<file path="src/led_consts.svh">
// Constants of the LED driver serial load and error logic.
// Assumes it is included by bare name wherever the numbers are needed.
`ifndef LED_CONSTS_SVH
`define LED_CONSTS_SVH

// Frame lengths and channel layout
`define CHANNELS 16
`define GS_WIDTH 12
`define DC_WIDTH 6
`define GS_BITS 192
`define DC_BITS 96

// Power-up values of the latched registers
`define GS_RESET 12'h0FFF
`define DC_RESET 6'h3F

// Status frame field positions
`define SF_OPEN_HI 176
`define SF_TERR 175
`define SF_DC_LO 72
`define SF_OPEN_LO 16

// Positions of the synchronised pins
`define P_SCLK 0
`define P_SIN 1
`define P_LOAD 2
`define P_MODE 3
`define P_OD 4
`define P_PWM 5

// Bus register byte offsets
`define OFS_STATUS 8'h00
`define OFS_MASK 8'h04
`define OFS_FLAGS 8'h08
`define OFS_COUNT 8'h0C
`define OFS_SEL 8'h10
`define OFS_DATA 8'h14

// Status and mask bits
`define ST_GS_LOADED 0
`define ST_DC_LOADED 1
`define ST_ERR_RAISED 2

`endif

</file>
<file path="src/led_pkg.sv">
// Types of the LED driver serial load and error logic.
// Assumes led_consts.svh sits in the same folder.
`default_nettype none
`include "led_consts.svh"

package led_pkg;

    // State of the top module
    typedef struct packed {
        logic [5:0] pin1;
        logic [5:0] pin2;
        logic [5:0] pin3;
        logic [17:0] fl1;
        logic [17:0] fl2;
        logic [`GS_BITS-1:0] sr;
        logic serial_out;
        logic [15:0] bit_count;
        logic [`GS_WIDTH-1:0] pwm_cnt;
        logic [`CHANNELS-1:0] channel_on;
        logic error_n_oe;
        logic error_n_out;
        logic [2:0] status;
        logic [2:0] mask;
        logic irq;
        logic [4:0] word_sel;
        logic wr_pend;
        logic [7:0] wr_addr;
        logic [31:0] hrdata;
        logic hreadyout;
        logic hresp;
    } core_s;

    // State of the latched frame store
    typedef struct packed {
        logic [`GS_BITS-1:0] gs;
        logic [`DC_BITS-1:0] dc;
        logic [`GS_WIDTH-1:0] rd_data;
    } store_s;

endpackage
`default_nettype wire

</file>
<file path="src/frame_store.sv">
// Latched greyscale and dot-correction registers with a registered read port.
// Assumes write strobes are single-cycle pulses on the same clock.
`timescale 1ns/100ps
`default_nettype none
`include "led_consts.svh"

module frame_store
    import led_pkg::*;
(
    input wire logic clock,
    input wire logic rst_n,
    input wire logic gs_we,
    input wire logic dc_we,
    input wire logic [`GS_BITS-1:0] frame,
    input wire logic [4:0] rd_index,
    output logic [`GS_WIDTH-1:0] rd_data,
    output logic [`GS_BITS-1:0] gs_flat,
    output logic [`DC_BITS-1:0] dc_flat
);
    store_s s;
    store_s next_s;

    // Channel n sits at bits n*width; index 0..15 greyscale, 16..31 dot correction
    always_comb begin
        next_s = s;
        if (gs_we) begin
            next_s.gs = frame;
        end
        if (dc_we) begin
            next_s.dc = frame[`DC_BITS-1:0];
        end
        if (rd_index[4]) begin
            next_s.rd_data = {6'h00, s.dc[32'(rd_index[3:0]) * `DC_WIDTH +: `DC_WIDTH]};
        end else begin
            next_s.rd_data = s.gs[32'(rd_index[3:0]) * `GS_WIDTH +: `GS_WIDTH];
        end
    end

    // Power-up values give full brightness and full current
    always_ff @(posedge clock or negedge rst_n) begin
        if (!rst_n) begin
            s.gs <= {`CHANNELS{`GS_RESET}};
            s.dc <= {`CHANNELS{`DC_RESET}};
            s.rd_data <= 12'h0000;
        end else begin
            s <= next_s;
        end
    end

    assign rd_data = s.rd_data;
    assign gs_flat = s.gs;
    assign dc_flat = s.dc;
endmodule // frame_store
`default_nettype wire

</file>
<file path="src/led_serial_core.sv">
// Serial load, status readback and error output of a 16-channel LED sink driver.
// Assumes an AHB-Lite master on clock; all pins come from outside that domain.
//
// What this block does
// - Each shift clock rise without a same-cycle load rise shifts serial_in in
// - Load strobe rise latches the shift register
// - serial_out carries bits leaving the register
// - Register length 96 or 192 by mode
// - serial_out can return status to host
// - No error: error pull-down stays off
// - Thermal or open-LED error pulls line low
// - Output disable masks the open-LED flag
// - Enabled greyscale mode: open or thermal error
// - Disabled greyscale mode: thermal error only
// - Disabled dot-correction mode: thermal warning only
// - Thermal error flag drives line, reads back
// - Separate thermal warning flag exists
// - Mode low greyscale 192, high dot-correction 96
// - Greyscale load refills register with status
// - Output disable turns channels off, clears counter
//
// Implementation choices: the register addresses and the AHB-Lite slave port.
`timescale 1ns/100ps
`default_nettype none
`include "led_consts.svh"

module led_serial_core
    import led_pkg::*;
(
    input wire logic clock,
    input wire logic rst_b,
    input wire logic hsel,
    input wire logic [31:0] haddr,
    input wire logic [1:0] htrans,
    input wire logic hwrite,
    input wire logic [2:0] hsize,
    input wire logic [31:0] hwdata,
    input wire logic hready,
    output logic hreadyout,
    output logic [31:0] hrdata,
    output logic hresp,
    output logic irq,
    input wire logic shift_clock,
    input wire logic serial_in,
    output logic serial_out,
    input wire logic load_strobe,
    input wire logic mode_sel,
    input wire logic output_disable,
    input wire logic pwm_count_clock,
    input wire logic thermal_error_threshold,
    input wire logic thermal_warning_threshold,
    input wire logic [`CHANNELS-1:0] open_led_threshold,
    output logic error_n_out,
    output logic error_n_oe,
    output logic [`CHANNELS-1:0] channel_on
);
    core_s s;
    core_s next_s;
    logic [1:0] rst_pipe;
    logic rst_n;
    logic sclk_rise;
    logic load_rise;
    logic pwm_rise;
    logic mode;
    logic od;
    logic terr;
    logic twarn;
    logic open_any;
    logic pull_low;
    logic gs_we;
    logic dc_we;
    logic take;
    logic [2:0] events;
    logic [`GS_BITS-1:0] status_frame;
    logic [`GS_BITS-1:0] gs_flat;
    logic [`DC_BITS-1:0] dc_flat;
    logic [`GS_WIDTH-1:0] word_data;
    logic [`CHANNELS-1:0] on_vec;

    // Reset enters asynchronously but is released on the clock
    always_ff @(posedge clock or negedge rst_b) begin
        if (!rst_b) begin
            rst_pipe <= 2'h0;
        end else begin
            rst_pipe <= {rst_pipe[0], 1'b1};
        end
    end
    assign rst_n = rst_pipe[1];

    // Edges are found on the second sync stage only, never the first
    assign sclk_rise = s.pin2[`P_SCLK] & ~s.pin3[`P_SCLK];
    assign load_rise = s.pin2[`P_LOAD] & ~s.pin3[`P_LOAD];
    assign pwm_rise = s.pin2[`P_PWM] & ~s.pin3[`P_PWM];
    assign mode = s.pin2[`P_MODE];
    assign od = s.pin2[`P_OD];
    assign terr = s.fl2[16];
    assign twarn = s.fl2[17];
    assign open_any = |s.fl2[15:0];
    assign gs_we = load_rise & ~mode;
    assign dc_we = load_rise & mode;
    assign take = hsel & htrans[1] & hready;

    // Error pull-down selection; enabled with mode high is undefined, treated as greyscale mode
    always_comb begin
        if (od && mode) begin
            pull_low = twarn;
        end else if (od) begin
            pull_low = terr;
        end else begin
            pull_low = open_any | terr;
        end
    end

    // Status frame: open flags twice, thermal error, dot correction, no short flags
    always_comb begin
        status_frame = '0;
        status_frame[`SF_OPEN_HI +: `CHANNELS] = s.fl2[15:0];
        status_frame[`SF_OPEN_LO +: `CHANNELS] = s.fl2[15:0];
        status_frame[`SF_TERR] = terr;
        status_frame[`SF_DC_LO +: `DC_BITS] = dc_flat;
    end

    // Per-channel PWM compare; a channel is lit from count 1 up to its value
    genvar ch;
    generate
        for (ch = 0; ch < `CHANNELS; ch++) begin : g_pwm
            assign on_vec[ch] = (s.pwm_cnt != 12'h0000) &&
                (s.pwm_cnt <= gs_flat[ch * `GS_WIDTH +: `GS_WIDTH]);
        end
    endgenerate

    assign events = {pull_low & ~s.error_n_oe, dc_we, gs_we};

    // Next state of the whole block
    always_comb begin
        next_s = s;
        next_s.pin1 = {pwm_count_clock, output_disable, mode_sel, load_strobe,
            serial_in, shift_clock};
        next_s.pin2 = s.pin1;
        next_s.pin3 = s.pin2;
        next_s.fl1 = {thermal_warning_threshold, thermal_error_threshold,
            open_led_threshold};
        next_s.fl2 = s.fl1;
        // Load wins over a shift that lands in the same cycle
        if (load_rise) begin
            next_s.bit_count = 16'h0000;
            if (!mode) begin
                next_s.sr = status_frame;
            end
        end else if (sclk_rise) begin
            next_s.sr = {s.sr[`GS_BITS-2:0], s.pin2[`P_SIN]};
            next_s.bit_count = s.bit_count + 16'h0001;
        end
        // Tap sits at the end of the active length, so cascades see whole frames
        next_s.serial_out = mode ? next_s.sr[`DC_BITS-1] : next_s.sr[`GS_BITS-1];
        // Counter saturates so a long frame never wraps channels back on
        if (od) begin
            next_s.pwm_cnt = 12'h0000;
        end else if (pwm_rise && s.pwm_cnt != 12'h0FFF) begin
            next_s.pwm_cnt = s.pwm_cnt + 12'h001;
        end
        next_s.channel_on = od ? 16'h0000 : on_vec;
        next_s.error_n_oe = pull_low;
        next_s.error_n_out = 1'b0;
        // Bus write in its data phase; clear first so a same-cycle event survives
        if (s.wr_pend) begin
            unique case (s.wr_addr)
                `OFS_STATUS: next_s.status = s.status & ~hwdata[2:0];
                `OFS_MASK: next_s.mask = hwdata[2:0];
                `OFS_SEL: next_s.word_sel = hwdata[4:0];
                default: next_s.wr_pend = 1'b0;
            endcase
        end
        next_s.status = next_s.status | events;
        next_s.wr_pend = take & hwrite;
        next_s.wr_addr = haddr[7:0];
        // Read data are prepared in the address phase from post-write values
        next_s.hrdata = 32'h0000_0000;
        if (take && !hwrite) begin
            unique case (haddr[7:0])
                `OFS_STATUS: next_s.hrdata = {29'h0000_0000, next_s.status};
                `OFS_MASK: next_s.hrdata = {29'h0000_0000, next_s.mask};
                `OFS_FLAGS: next_s.hrdata = {26'h000_0000, pull_low, od, mode,
                    twarn, terr, open_any};
                `OFS_COUNT: next_s.hrdata = {16'h0000, s.bit_count};
                `OFS_SEL: next_s.hrdata = {27'h000_0000, next_s.word_sel};
                `OFS_DATA: next_s.hrdata = {20'h0_0000, word_data};
                default: next_s.hrdata = 32'h0000_0000;
            endcase
        end
        next_s.irq = |(next_s.status & next_s.mask);
        next_s.hreadyout = 1'b1;
        next_s.hresp = 1'b0;
    end

    // The single state register
    always_ff @(posedge clock or negedge rst_n) begin
        if (!rst_n) begin
            s <= '0;
            s.hreadyout <= 1'b1;
            s.mask <= 3'h0;
        end else begin
            s <= next_s;
        end
    end

    // Latched frames live in their own store
    frame_store u_store (
        .clock(clock),
        .rst_n(rst_n),
        .gs_we(gs_we),
        .dc_we(dc_we),
        .frame(s.sr),
        .rd_index(s.word_sel),
        .rd_data(word_data),
        .gs_flat(gs_flat),
        .dc_flat(dc_flat)
    );

    assign hreadyout = s.hreadyout;
    assign hrdata = s.hrdata;
    assign hresp = s.hresp;
    assign irq = s.irq;
    assign serial_out = s.serial_out;
    assign error_n_out = s.error_n_out;
    assign error_n_oe = s.error_n_oe;
    assign channel_on = s.channel_on;

    // Checks on the block's own behaviour
    property p_shift_in;
        @(posedge clock) disable iff (!rst_n)
        (sclk_rise && !load_rise) |=> (s.sr[0] == $past(s.pin2[`P_SIN]))
            && (s.sr[`GS_BITS-1:1] == $past(s.sr[`GS_BITS-2:0]));
    endproperty
    a_shift_in: assert property (p_shift_in) else $error("shift missed");

    property p_gs_status;
        @(posedge clock) disable iff (!rst_n)
        gs_we |=> (s.sr == $past(status_frame)) && (u_store.gs_flat == $past(s.sr));
    endproperty
    a_gs_status: assert property (p_gs_status) else $error("gs load wrong");

    property p_dc_keep;
        @(posedge clock) disable iff (!rst_n)
        dc_we |=> (s.sr == $past(s.sr)) && (dc_flat == $past(s.sr[`DC_BITS-1:0]));
    endproperty
    a_dc_keep: assert property (p_dc_keep) else $error("dc load wrong");

    property p_tap;
        @(posedge clock) disable iff (!rst_n)
        ##1 serial_out == ($past(mode) ? s.sr[`DC_BITS-1] : s.sr[`GS_BITS-1]);
    endproperty
    a_tap: assert property (p_tap) else $error("serial_out tap wrong");

    property p_release;
        @(posedge clock) disable iff (!rst_n)
        (s.fl2 == 18'h0_0000) |=> !error_n_oe;
    endproperty
    a_release: assert property (p_release) else $error("error held low");

    property p_enabled_err;
        @(posedge clock) disable iff (!rst_n)
        (!od && (open_any || terr)) |=> error_n_oe && !error_n_out;
    endproperty
    a_enabled_err: assert property (p_enabled_err) else $error("error not driven");

    property p_mask_open;
        @(posedge clock) disable iff (!rst_n)
        (od && !mode) |=> error_n_oe == $past(terr);
    endproperty
    a_mask_open: assert property (p_mask_open) else $error("open flag not masked");

    property p_warn;
        @(posedge clock) disable iff (!rst_n)
        (od && mode) |=> error_n_oe == $past(twarn);
    endproperty
    a_warn: assert property (p_warn) else $error("warning select wrong");

    property p_terr_read;
        @(posedge clock) disable iff (!rst_n)
        gs_we |=> s.sr[`SF_TERR] == $past(terr);
    endproperty
    a_terr_read: assert property (p_terr_read) else $error("thermal bit lost");

    property p_off;
        @(posedge clock) disable iff (!rst_n)
        od [*2] |=> (channel_on == 16'h0000) && (s.pwm_cnt == 12'h000);
    endproperty
    a_off: assert property (p_off) else $error("outputs not off");

    // Further checks on shifting, sticky status and the error line
    property p_sr_hold;
        @(posedge clock) disable iff (!rst_n)
        (!sclk_rise && !load_rise) |=> (s.sr == $past(s.sr));
    endproperty
    a_sr_hold: assert property (p_sr_hold) else $error("shift register moved");

    property p_count_step;
        @(posedge clock) disable iff (!rst_n)
        (sclk_rise && !load_rise) |=> (s.bit_count == $past(s.bit_count) + 16'h0001);
    endproperty
    a_count_step: assert property (p_count_step) else $error("shift count wrong");

    property p_gs_flag;
        @(posedge clock) disable iff (!rst_n)
        gs_we |=> s.status[`ST_GS_LOADED];
    endproperty
    a_gs_flag: assert property (p_gs_flag) else $error("gs load not flagged");

    property p_dc_flag;
        @(posedge clock) disable iff (!rst_n)
        dc_we |=> s.status[`ST_DC_LOADED];
    endproperty
    a_dc_flag: assert property (p_dc_flag) else $error("dc load not flagged");

    property p_err_event;
        @(posedge clock) disable iff (!rst_n)
        (pull_low && !error_n_oe) |=> s.status[`ST_ERR_RAISED];
    endproperty
    a_err_event: assert property (p_err_event) else $error("error event lost");

    property p_status_out;
        @(posedge clock) disable iff (!rst_n)
        gs_we |=> (serial_out == $past(status_frame[`GS_BITS-1]));
    endproperty
    a_status_out: assert property (p_status_out) else $error("status not at output");

    property p_open_masked;
        @(posedge clock) disable iff (!rst_n)
        (od && !terr && !twarn) |=> !error_n_oe;
    endproperty
    a_open_masked: assert property (p_open_masked) else $error("masked line pulled");

    property p_terr_low;
        @(posedge clock) disable iff (!rst_n)
        (terr && !(od && mode)) |=> error_n_oe;
    endproperty
    a_terr_low: assert property (p_terr_low) else $error("thermal error not shown");

    property p_warn_ignored;
        @(posedge clock) disable iff (!rst_n)
        (!od && twarn && !terr && !open_any) |=> !error_n_oe;
    endproperty
    a_warn_ignored: assert property (p_warn_ignored) else $error("warning pulled line");

    c_gs_load: cover property (@(posedge clock) disable iff (!rst_n) gs_we);
    c_dc_load: cover property (@(posedge clock) disable iff (!rst_n) dc_we);
    c_err_low: cover property (@(posedge clock) disable iff (!rst_n) $rose(error_n_oe));
    c_irq: cover property (@(posedge clock) disable iff (!rst_n) $rose(irq));
    c_warn_low: cover property (@(posedge clock) disable iff (!rst_n) od && mode && twarn);
endmodule // led_serial_core
`default_nettype wire
</file>
<file path="config.mk">
export PLATFORM = sky130hd
export DESIGN_NAME = led_serial_core
export DESIGN_NICKNAME = d
export VERILOG_FILES = /design/src/led_pkg.sv /design/src/frame_store.sv /design/src/led_serial_core.sv
export VERILOG_INCLUDE_DIRS = /design/src
export SDC_FILE = /design/constraint.sdc
export NUM_CORES = 1
export LEC_CHECK = 0
export BUFFER_PORTS_ARGS = -buffer_cell sky130_fd_sc_hd__buf_2
export CORE_ASPECT_RATIO = 1.25
export CORE_MARGIN = 8
export CORE_UTILIZATION = 50
export CTS_CLUSTER_DIAMETER = 60
export DETAILED_ROUTE_END_ITERATION = 12
export HOLD_SLACK_MARGIN = 0.1
export PLACE_DENSITY_LB_ADDON = 0.05
export SLEW_MARGIN = 5
export SYNTH_ARGS = -nofsm -noshare
export SYNTH_HDL_FRONTEND = slang
export SYNTH_SLANG_ARGS = --single-unit
</file>
<file path="constraint.sdc">
create_clock -name clock -period 24.6 [get_ports clock]
set_input_delay 3.69 -clock clock [delete_from_list [all_inputs] [get_ports clock]]
set_output_delay 3.69 -clock clock [all_outputs]
set_load 0.05 [all_outputs]
</file>
==> results.txt, run 1 <==
Overflow after GRT: 0
Cells taking the most area after synthesis: sky130_fd_sc_hd__dfrtp_1 28%, sky130_fd_sc_hd__dfstp_2 25%, sky130_fd_sc_hd__ha_1 8.0%, sky130_fd_sc_hd__mux4_2 5.7%, sky130_fd_sc_hd__nand2_1 5.6%
Full die area: 69600 um2
Critical Path End Type: register
Int Power: 0.00195 W
Post-synthesis average cell area: 11.2 um2
Via count of the first global-routing pass: 22119
DP Cell Count: 3431
Power spent charging and discharging nets: 0.000753 W
Post-synth top area cell: sky130_fd_sc_hd__dfrtp_1
DRC violation total after the first TritonRoute iteration: 1864
Crit path DAT: 5.54 ns
Yosys warning total: 0
Sequential cell area fraction in the yosys report: 52.4%
Overall fraction of global-route tracks in use: 26.3%
Die boundary height: 293 um
Proportion of power drawn by the clock network: 39.7%
Post-CTS Hold Buffers: 0
Final number of max-transition violations: 0
Vias after detailed routing: 21536
Layout fillers: 5255
Standard-cell row count: 101
Worst Clk Skew: 0.0265 ns
Capturing point of the worst reg2reg path: s[254]
Class of the tightest hold or removal check: register to register
Upper clock frequency limit: 0.199 GHz
Resized Gates After CTS: 0
Leakage dissipation: 14.8 nW
Unique cell type count in the Yosys netlist: 52
Final setup violation count: 0
Drt wl/cell: 25.5 um
Fraction of layout cells with a size suffix above 1: 25.4%
Status: finished, final reports clean
Number of sinks on the clock net: 628
Clock latency reported for the late side of the worst-skew pair: 0.61 ns
Flop pwr share: 47.6%
Worst relative slew slack: 16.3%
Library cell used as clock root buffer: sky130_fd_sc_hd__clkbuf_16
H-tree lvl count: 3
Number of nets in the layout: 3023
DRT antenna net count: 0
Period utilization: 20.4%
Clock buffer depth: 3
Crit Path Class: input port to register
Synthesis-to-layout area growth: 10.2%
Net switching share of the total power: 27.8%
CTS tree: built
Antenna violations before repair: 2
Time the worst path needs with I/O delays and setup: 5.03 ns
Crit path launch type: input port
Proportion of power drawn by combinational gates: 12.7%
End point of the most critical hold path: s[295]
Setup Buffers After CTS: 0
Instance count along the most critical hold path: 0
Die width: 238 um
Post-route insts no fill: 3561
Starting density of the core: 50.6%
Routability Congestion: 0.898
VDD IR-drop max: 0.0681 mV
Final routed DRC violation total: 0
Worst Reg2Reg Path Length in Cells: 4
CP Data Required Time: 25.12 ns
Top-level port count: 152
Number of buffers inserted during clock tree synthesis: 69
Count of input and output buffers: 77
Post-synthesis instance total: 2730
Max Cap Viol: 0
Share of flip-flops with an asynchronous set or reset after synthesis: 100%
R2R Path Start: rst_pipe[1]
Startpoint of the most critical setup path: haddr[0]
Slew at the pin closest to its max-slew limit: 1.26 ns
Drt first pass iters: 8
Most frequently used flop master after synthesis: sky130_fd_sc_hd__dfrtp_1
CP Max Fanout: 9
Area inside the core boundary: 60700 um2
Number of flip-flops and latches in the synthesized netlist: 628
Detailed placer's ending HPWL: 63.2 mm
Hold Violations, Final: 0
Maximum number of pins on one net before global-route repair: 171
Post-detailed-route via-to-cell ratio: 6.05
Clock-pin transition on the worst setup and hold timing paths: 0.06 ns
Aggregate routed wire length: 90.8 mm
Register-to-Register Setup Slack: 20.42 ns
Wire length of the first global-routing pass: 138 mm
Hold wc startpoint: next_s[295]
Setup TNS: 0 ns
Setup repair after global routing missed its margin: false
Cell area after technology mapping: 30700 um2
EDFF count, synth: 0
PwrDens: 80.1 nW/um2
Area share of the leading cell type in the synthesized netlist: 27.7%
==> state kept, by name, indices dropped and copies added (netlist names), 2 cells and up <==
| register | flops |
|---|---|
| hrdata | 16 |
| channel_on | 16 |
| s | 261 |
| next_s | 29 |
| rst_pipe | 2 |
| u_store.gs_flat | 192 |
| u_store.rd_data | 12 |
| u_store.dc_flat | 96 |
==> placed cells by master (no fill, tap or decap), types with 19 or more instances in the layout <==
| master | count |
|---|---|
| sky130_fd_sc_hd__nor2b_1 | 46 |
| sky130_fd_sc_hd__mux4_2 | 78 |
| sky130_fd_sc_hd__and2_1 | 23 |
| sky130_fd_sc_hd__dfstp_2 | 288 |
| sky130_fd_sc_hd__a22o_1 | 69 |
| sky130_fd_sc_hd__dfrtp_1 | 330 |
| sky130_fd_sc_hd__a22oi_1 | 101 |
| sky130_fd_sc_hd__mux2_2 | 104 |
| sky130_fd_sc_hd__mux2i_1 | 31 |
| sky130_fd_sc_hd__a221o_1 | 35 |
| sky130_fd_sc_hd__o21a_1 | 48 |
| sky130_fd_sc_hd__a21oi_1 | 58 |
| sky130_fd_sc_hd__nand3_1 | 41 |
| sky130_fd_sc_hd__clkbuf_16 | 71 |
| sky130_fd_sc_hd__conb_1 | 20 |
| sky130_fd_sc_hd__and4_1 | 19 |
| sky130_fd_sc_hd__nor2_1 | 56 |
| sky130_fd_sc_hd__o21ai_0 | 198 |
| sky130_fd_sc_hd__nand2_1 | 453 |
| sky130_fd_sc_hd__nand4_1 | 42 |
| sky130_fd_sc_hd__buf_2 | 77 |
| sky130_fd_sc_hd__buf_4 | 30 |
| sky130_fd_sc_hd__ha_1 | 195 |
| sky130_fd_sc_hd__inv_1 | 188 |
==> through the flow <==
stage | cell area, um2 | util (%) | hold slack, ns | setup WS (ns) | power [W]
5_1_grt | 33800 | 55.7 | 0.348 | 19.51 | 0.00281
3_5_place_dp | 31400 | 51.8 | 0.335 | 18.99 | 0.00165
6_report | 33800 | 55.7 | 0.344 | 19.57 | 0.00271
2_1_floorplan | 30700 | - | 0.331 | 6.30 | 0.00150
4_1_cts | 33800 | 55.7 | 0.346 | 19.59 | 0.00273
3_3_place_gp | 31400 | 51.8 | 0.334 | 19.07 | 0.00163
==> synth_stat cells (2+ instances only) <==
library cell / n
sky130_fd_sc_hd__buf_4: 54
sky130_fd_sc_hd__clkbuf_1: 104
sky130_fd_sc_hd__buf_2: 12
sky130_fd_sc_hd__inv_1: 188
sky130_fd_sc_hd__and2_1: 24
sky130_fd_sc_hd__a222oi_1: 5
sky130_fd_sc_hd__nor4_1: 10
sky130_fd_sc_hd__conb_1: 2
sky130_fd_sc_hd__a22oi_1: 101
sky130_fd_sc_hd__a221oi_1: 6
sky130_fd_sc_hd__a221o_1: 35
sky130_fd_sc_hd__dfstp_2: 288
sky130_fd_sc_hd__xnor2_1: 10
sky130_fd_sc_hd__and3_1: 5
sky130_fd_sc_hd__ha_1: 195
sky130_fd_sc_hd__dfrtp_1: 340
sky130_fd_sc_hd__or3_1: 3
sky130_fd_sc_hd__a21oi_1: 58
sky130_fd_sc_hd__or4_1: 2
sky130_fd_sc_hd__nand2_1: 454
sky130_fd_sc_hd__nor2b_1: 46
sky130_fd_sc_hd__nor2_1: 58
sky130_fd_sc_hd__o21ai_0: 198
sky130_fd_sc_hd__a22o_1: 69
sky130_fd_sc_hd__o21a_1: 48
sky130_fd_sc_hd__nor3_1: 7
sky130_fd_sc_hd__a21o_1: 17
sky130_fd_sc_hd__buf_1: 27
sky130_fd_sc_hd__nand3_1: 41
sky130_fd_sc_hd__nor3b_1: 2
sky130_fd_sc_hd__nand2b_1: 5
sky130_fd_sc_hd__and4_1: 19
sky130_fd_sc_hd__nand4_1: 42
sky130_fd_sc_hd__mux4_2: 78
sky130_fd_sc_hd__mux2i_1: 31
sky130_fd_sc_hd__o22ai_1: 3
sky130_fd_sc_hd__o41ai_1: 16
sky130_fd_sc_hd__xor2_1: 10
sky130_fd_sc_hd__mux2_2: 104
==> worst max-delay path, stage by stage <==
cell and delay (ns):
sky130_fd_sc_hd__buf_2 0.10, sky130_fd_sc_hd__or2_1 0.23, sky130_fd_sc_hd__or4_1 0.53, sky130_fd_sc_hd__nor3_2 0.58, sky130_fd_sc_hd__a222oi_1 0.20, sky130_fd_sc_hd__a21oi_1 0.21
==> cells by family (layout without fill, tap and decap cells) <==
group	count (synthesis)	after routing	synth area share, %
AOI/OAI and AO/OA	563	563	12.4
buffers and inverters	385	422	5.42
other	2	24	0.0245
xor gates and xnor gates	20	20	0.571
muxes	213	213	10.6
adders and majority gates	195	195	7.96
and+or+nand+nor	724	724	10.6
DFF	628	628	52.4
==> metal layers <==
layer  track usage [%]  vias up  share of wire [%]
li1                  -     9621                  -
met2              42.9      700                 48
met5                 0        -                  0
met3              3.43      221                5.1
met4              15.5        0                6.2
met1              33.4    10994                 41
==> layout make-up <==
class	instances	area, um2	share of cell area (%)
Antenna cell	4	10.0	0.0296
Clock buffer	101	2030	6.01
Clock inverter	25	313	0.926
Inverter	188	706	2.09
Multi-Input combinational cell	1735	13000	38.6
Sequential cell	628	16100	47.6
Tap cell	772	966	2.86
Timing Repair Buffer	108	631	1.87
==> worst max path at each step <==
stage / endpoint / slack, ns / cells after the start
6_report: hrdata[4] / 19.57 / 6
5_1_grt: hrdata[4] / 19.51 / 6
4_1_cts: error_n_oe / 19.59 / 1
3_5_place_dp: hrdata[4] / 18.99 / 6
3_3_place_gp: hrdata[1] / 19.07 / 6
2_1_floorplan: channel_on[0] / 6.30 / 0
==> power by group through the flow <==
| stage | sequential, W | clock, W | combinational [W] |
|---|---|---|---|
| 3_5_place_dp | 0.00131 | 0 | 0.000343 |
| 6_report | 0.00129 | 0.00107 | 0.000343 |
| 3_3_place_gp | 0.00130 | 0 | 0.000332 |
| 2_1_floorplan | 0.00125 | 0 | 0.000252 |
| 5_1_grt | 0.00130 | 0.00113 | 0.000379 |
| 4_1_cts | 0.00129 | 0.00109 | 0.000345 |
Power figures use the tool's default switching activity.
==> run 2, diff against run 1 <==
==> constraint.sdc (replaced) <==
create_clock -name clock -period 4.9 [get_ports clock]
set_input_delay 0.735 -clock clock [delete_from_list [all_inputs] [get_ports clock]]
set_output_delay 0.735 -clock clock [all_outputs]
set_load 0.05 [all_outputs]
==> results.txt, run 2 (synthesized netlist as in run 1, its figures left out) <==
Category of cells accounting for the largest share of critical-path delay: buffers and inverters
DRT antenna net count: 0
Int Power: 0.00995 W
Layout fillers: 5196
Period utilization: 61.7%
Detailed placer's ending HPWL: 64.9 mm
Maximum number of pins on one net before global-route repair: 229
Wire length of the first global-routing pass: 138 mm
Full die area: 69600 um2
Number of sinks on the clock net: 628
Capturing point of the worst reg2reg path: u_store.gs_flat[149]
Final number of max-transition violations: 0
Number of nets in the layout: 3027
Clock latency reported for the late side of the worst-skew pair: 0.61 ns
Setup Buffers After CTS: 0
Standard-cell row count: 101
DP Cell Count: 3435
Net switching share of the total power: 27.4%
Hold wc startpoint: serial_in
Resized Gates After CTS: 0
Via count of the first global-routing pass: 21933
Register bank with the most flops: s
Slowest Stage Delay on Critical Path: 0.80 ns
Synthesis-to-layout area growth: 11.0%
H-tree lvl count: 3
Fraction of layout cells with a size suffix above 1: 25.7%
Die boundary height: 293 um
Top-level port count: 152
Final setup violation count: 0
Library cell used as clock root buffer: sky130_fd_sc_hd__clkbuf_16
Post-route insts no fill: 3563
Crit path launch type: register
CTS tree: built
Overflow after GRT: 0
R2R Path Start: mode
Antenna violations before repair: 3
Post-CTS Hold Buffers: 1
Area of placed instances: 31600 um2
Die width: 238 um
Upper clock frequency limit: 0.331 GHz
Crit Path Class: register to register
Power spent charging and discharging nets: 0.00375 W
Leakage dissipation: 14.9 nW
Setup repair after global routing missed its margin: false
Hold Violations, Final: 0
Drt wl/cell: 25.6 um
Clock buffer depth: 3
CP Data Required Time: 5.41 ns
Flip-flop count of the largest register, all copies and words added: 261
Status: finished, final reports clean
Setup TNS: 0 ns
Aggregate routed wire length: 91.1 mm
Worst relative slew slack: 33.1%
Starting density of the core: 50.6%
Post-route standard cell area excluding fillers: 34000 um2
Area inside the core boundary: 60700 um2
Max Cap Viol: 0
Proportion of power drawn by combinational gates: 12.6%
DRC violation total after the first TritonRoute iteration: 1861
Register-to-Register Setup Slack: 1.88 ns
Fin worst setup slack: 1.88 ns
Number of buffers inserted during clock tree synthesis: 68
End point of the most critical hold path: next_s[337]
Worst Reg2Reg Path Length in Cells: 5
CP Buf/Inv Count: 2
Class of the tightest hold or removal check: input port to register
Routability Congestion: 0.919
Crit path DAT: 3.54 ns
VDD IR-drop max: 0.390 mV
Count of input and output buffers: 77
Final routed DRC violation total: 0
Critical Path End Type: register
Time the worst path needs with I/O delays and setup: 3.02 ns
Critical-path cell list: nor2_4 > buf_12 > buf_4 > nand2_1 > o21ai_0
Overall fraction of global-route tracks in use: 26.3%
Worst Clk Skew: 0.0231 ns
Drt first pass iters: 8
Most common cell after layout, fill and taps aside: sky130_fd_sc_hd__nand2_1
Clock-pin transition on the worst setup and hold timing paths: 0.06 ns
Most frequent cells in the layout: 453 x sky130_fd_sc_hd__nand2_1, 331 x sky130_fd_sc_hd__dfrtp_1, 288 x sky130_fd_sc_hd__dfstp_2, 198 x sky130_fd_sc_hd__o21ai_0, 195 x sky130_fd_sc_hd__ha_1
Proportion of power drawn by the clock network: 40.2%
Vias after detailed routing: 21392
PwrDens: 403 nW/um2
Slew at the pin closest to its max-slew limit: 1.00 ns
Slowest library cell on the worst path: sky130_fd_sc_hd__buf_4
Flop pwr share: 47.3%
Instance count along the most critical hold path: 1
CP Max Fanout: 228
Hold WS: 0.231 ns
Post-detailed-route via-to-cell ratio: 6.00
Pre-CTS setup slack: 1.96 ns
-- run 2: cell types whose count changed in the layout (fill, tap and decap cells not counted), moves of 4 or more --
cell and change:
sky130_fd_sc_hd__buf_12 +10, sky130_fd_sc_hd__buf_4 -6, sky130_fd_sc_hd__clkbuf_1 -6, sky130_fd_sc_hd__clkbuf_8 +4, sky130_fd_sc_hd__clkinvlp_4 +4
-- run 2: worst max-delay path by stage --
stage	slack [ns]	from	end	cells past startpoint
final	1.88	mode	u_store.gs_flat[149]	5
after global routing	1.76	mode	u_store.gs_flat[161]	5
after CTS	1.96	mode	u_store.gs_flat[149]	5
after detailed placement	1.96	mode	u_store.gs_flat[161]	5
after global placement	2.00	mode	u_store.gs_flat[161]	5
after floorplan	-1.02	rst_pipe[1]	channel_on[0]	0
-- run 2: through the flow --
stage               power (W)  utilization (%)
floorplan             0.00754                -
global route           0.0142             56.1
CTS                    0.0138             56.1
finish                 0.0137             56.1
detailed placement    0.00828             52.1
global placement      0.00821             52.1
-- run 2: final cells by class --
type,instances,area [um2],share of cell area (%)
clock inverter,28,390,1.15
timing repair buffer,113,796,2.34
clock buffer,98,2040,5.99
inverter,188,706,2.07
antenna,1,2.50,0.00735
tap,772,966,2.84
sequential,628,16100,47.3
multi-input combinational,1735,13000,38.3
-- run 2: power groups by stage --
| stage | combinational, W | clock (W) | sequential, W |
|---|---|---|---|
| final | 0.00172 | 0.00550 | 0.00648 |
| after global routing | 0.00191 | 0.00580 | 0.00652 |
| after CTS | 0.00173 | 0.00562 | 0.00647 |
| after detailed placement | 0.00172 | 0 | 0.00656 |
| after global placement | 0.00167 | 0 | 0.00654 |
| after floorplan | 0.00127 | 0 | 0.00627 |
-- run 2: routing by layer --
metal  up-vias  track usage, %  wire length, um
li1       9614               -                -
met1     10868            33.3            37000
met2       701            44.1            44800
met3       209            3.15             4300
met4         0            13.7             4920
met5         -               0                0
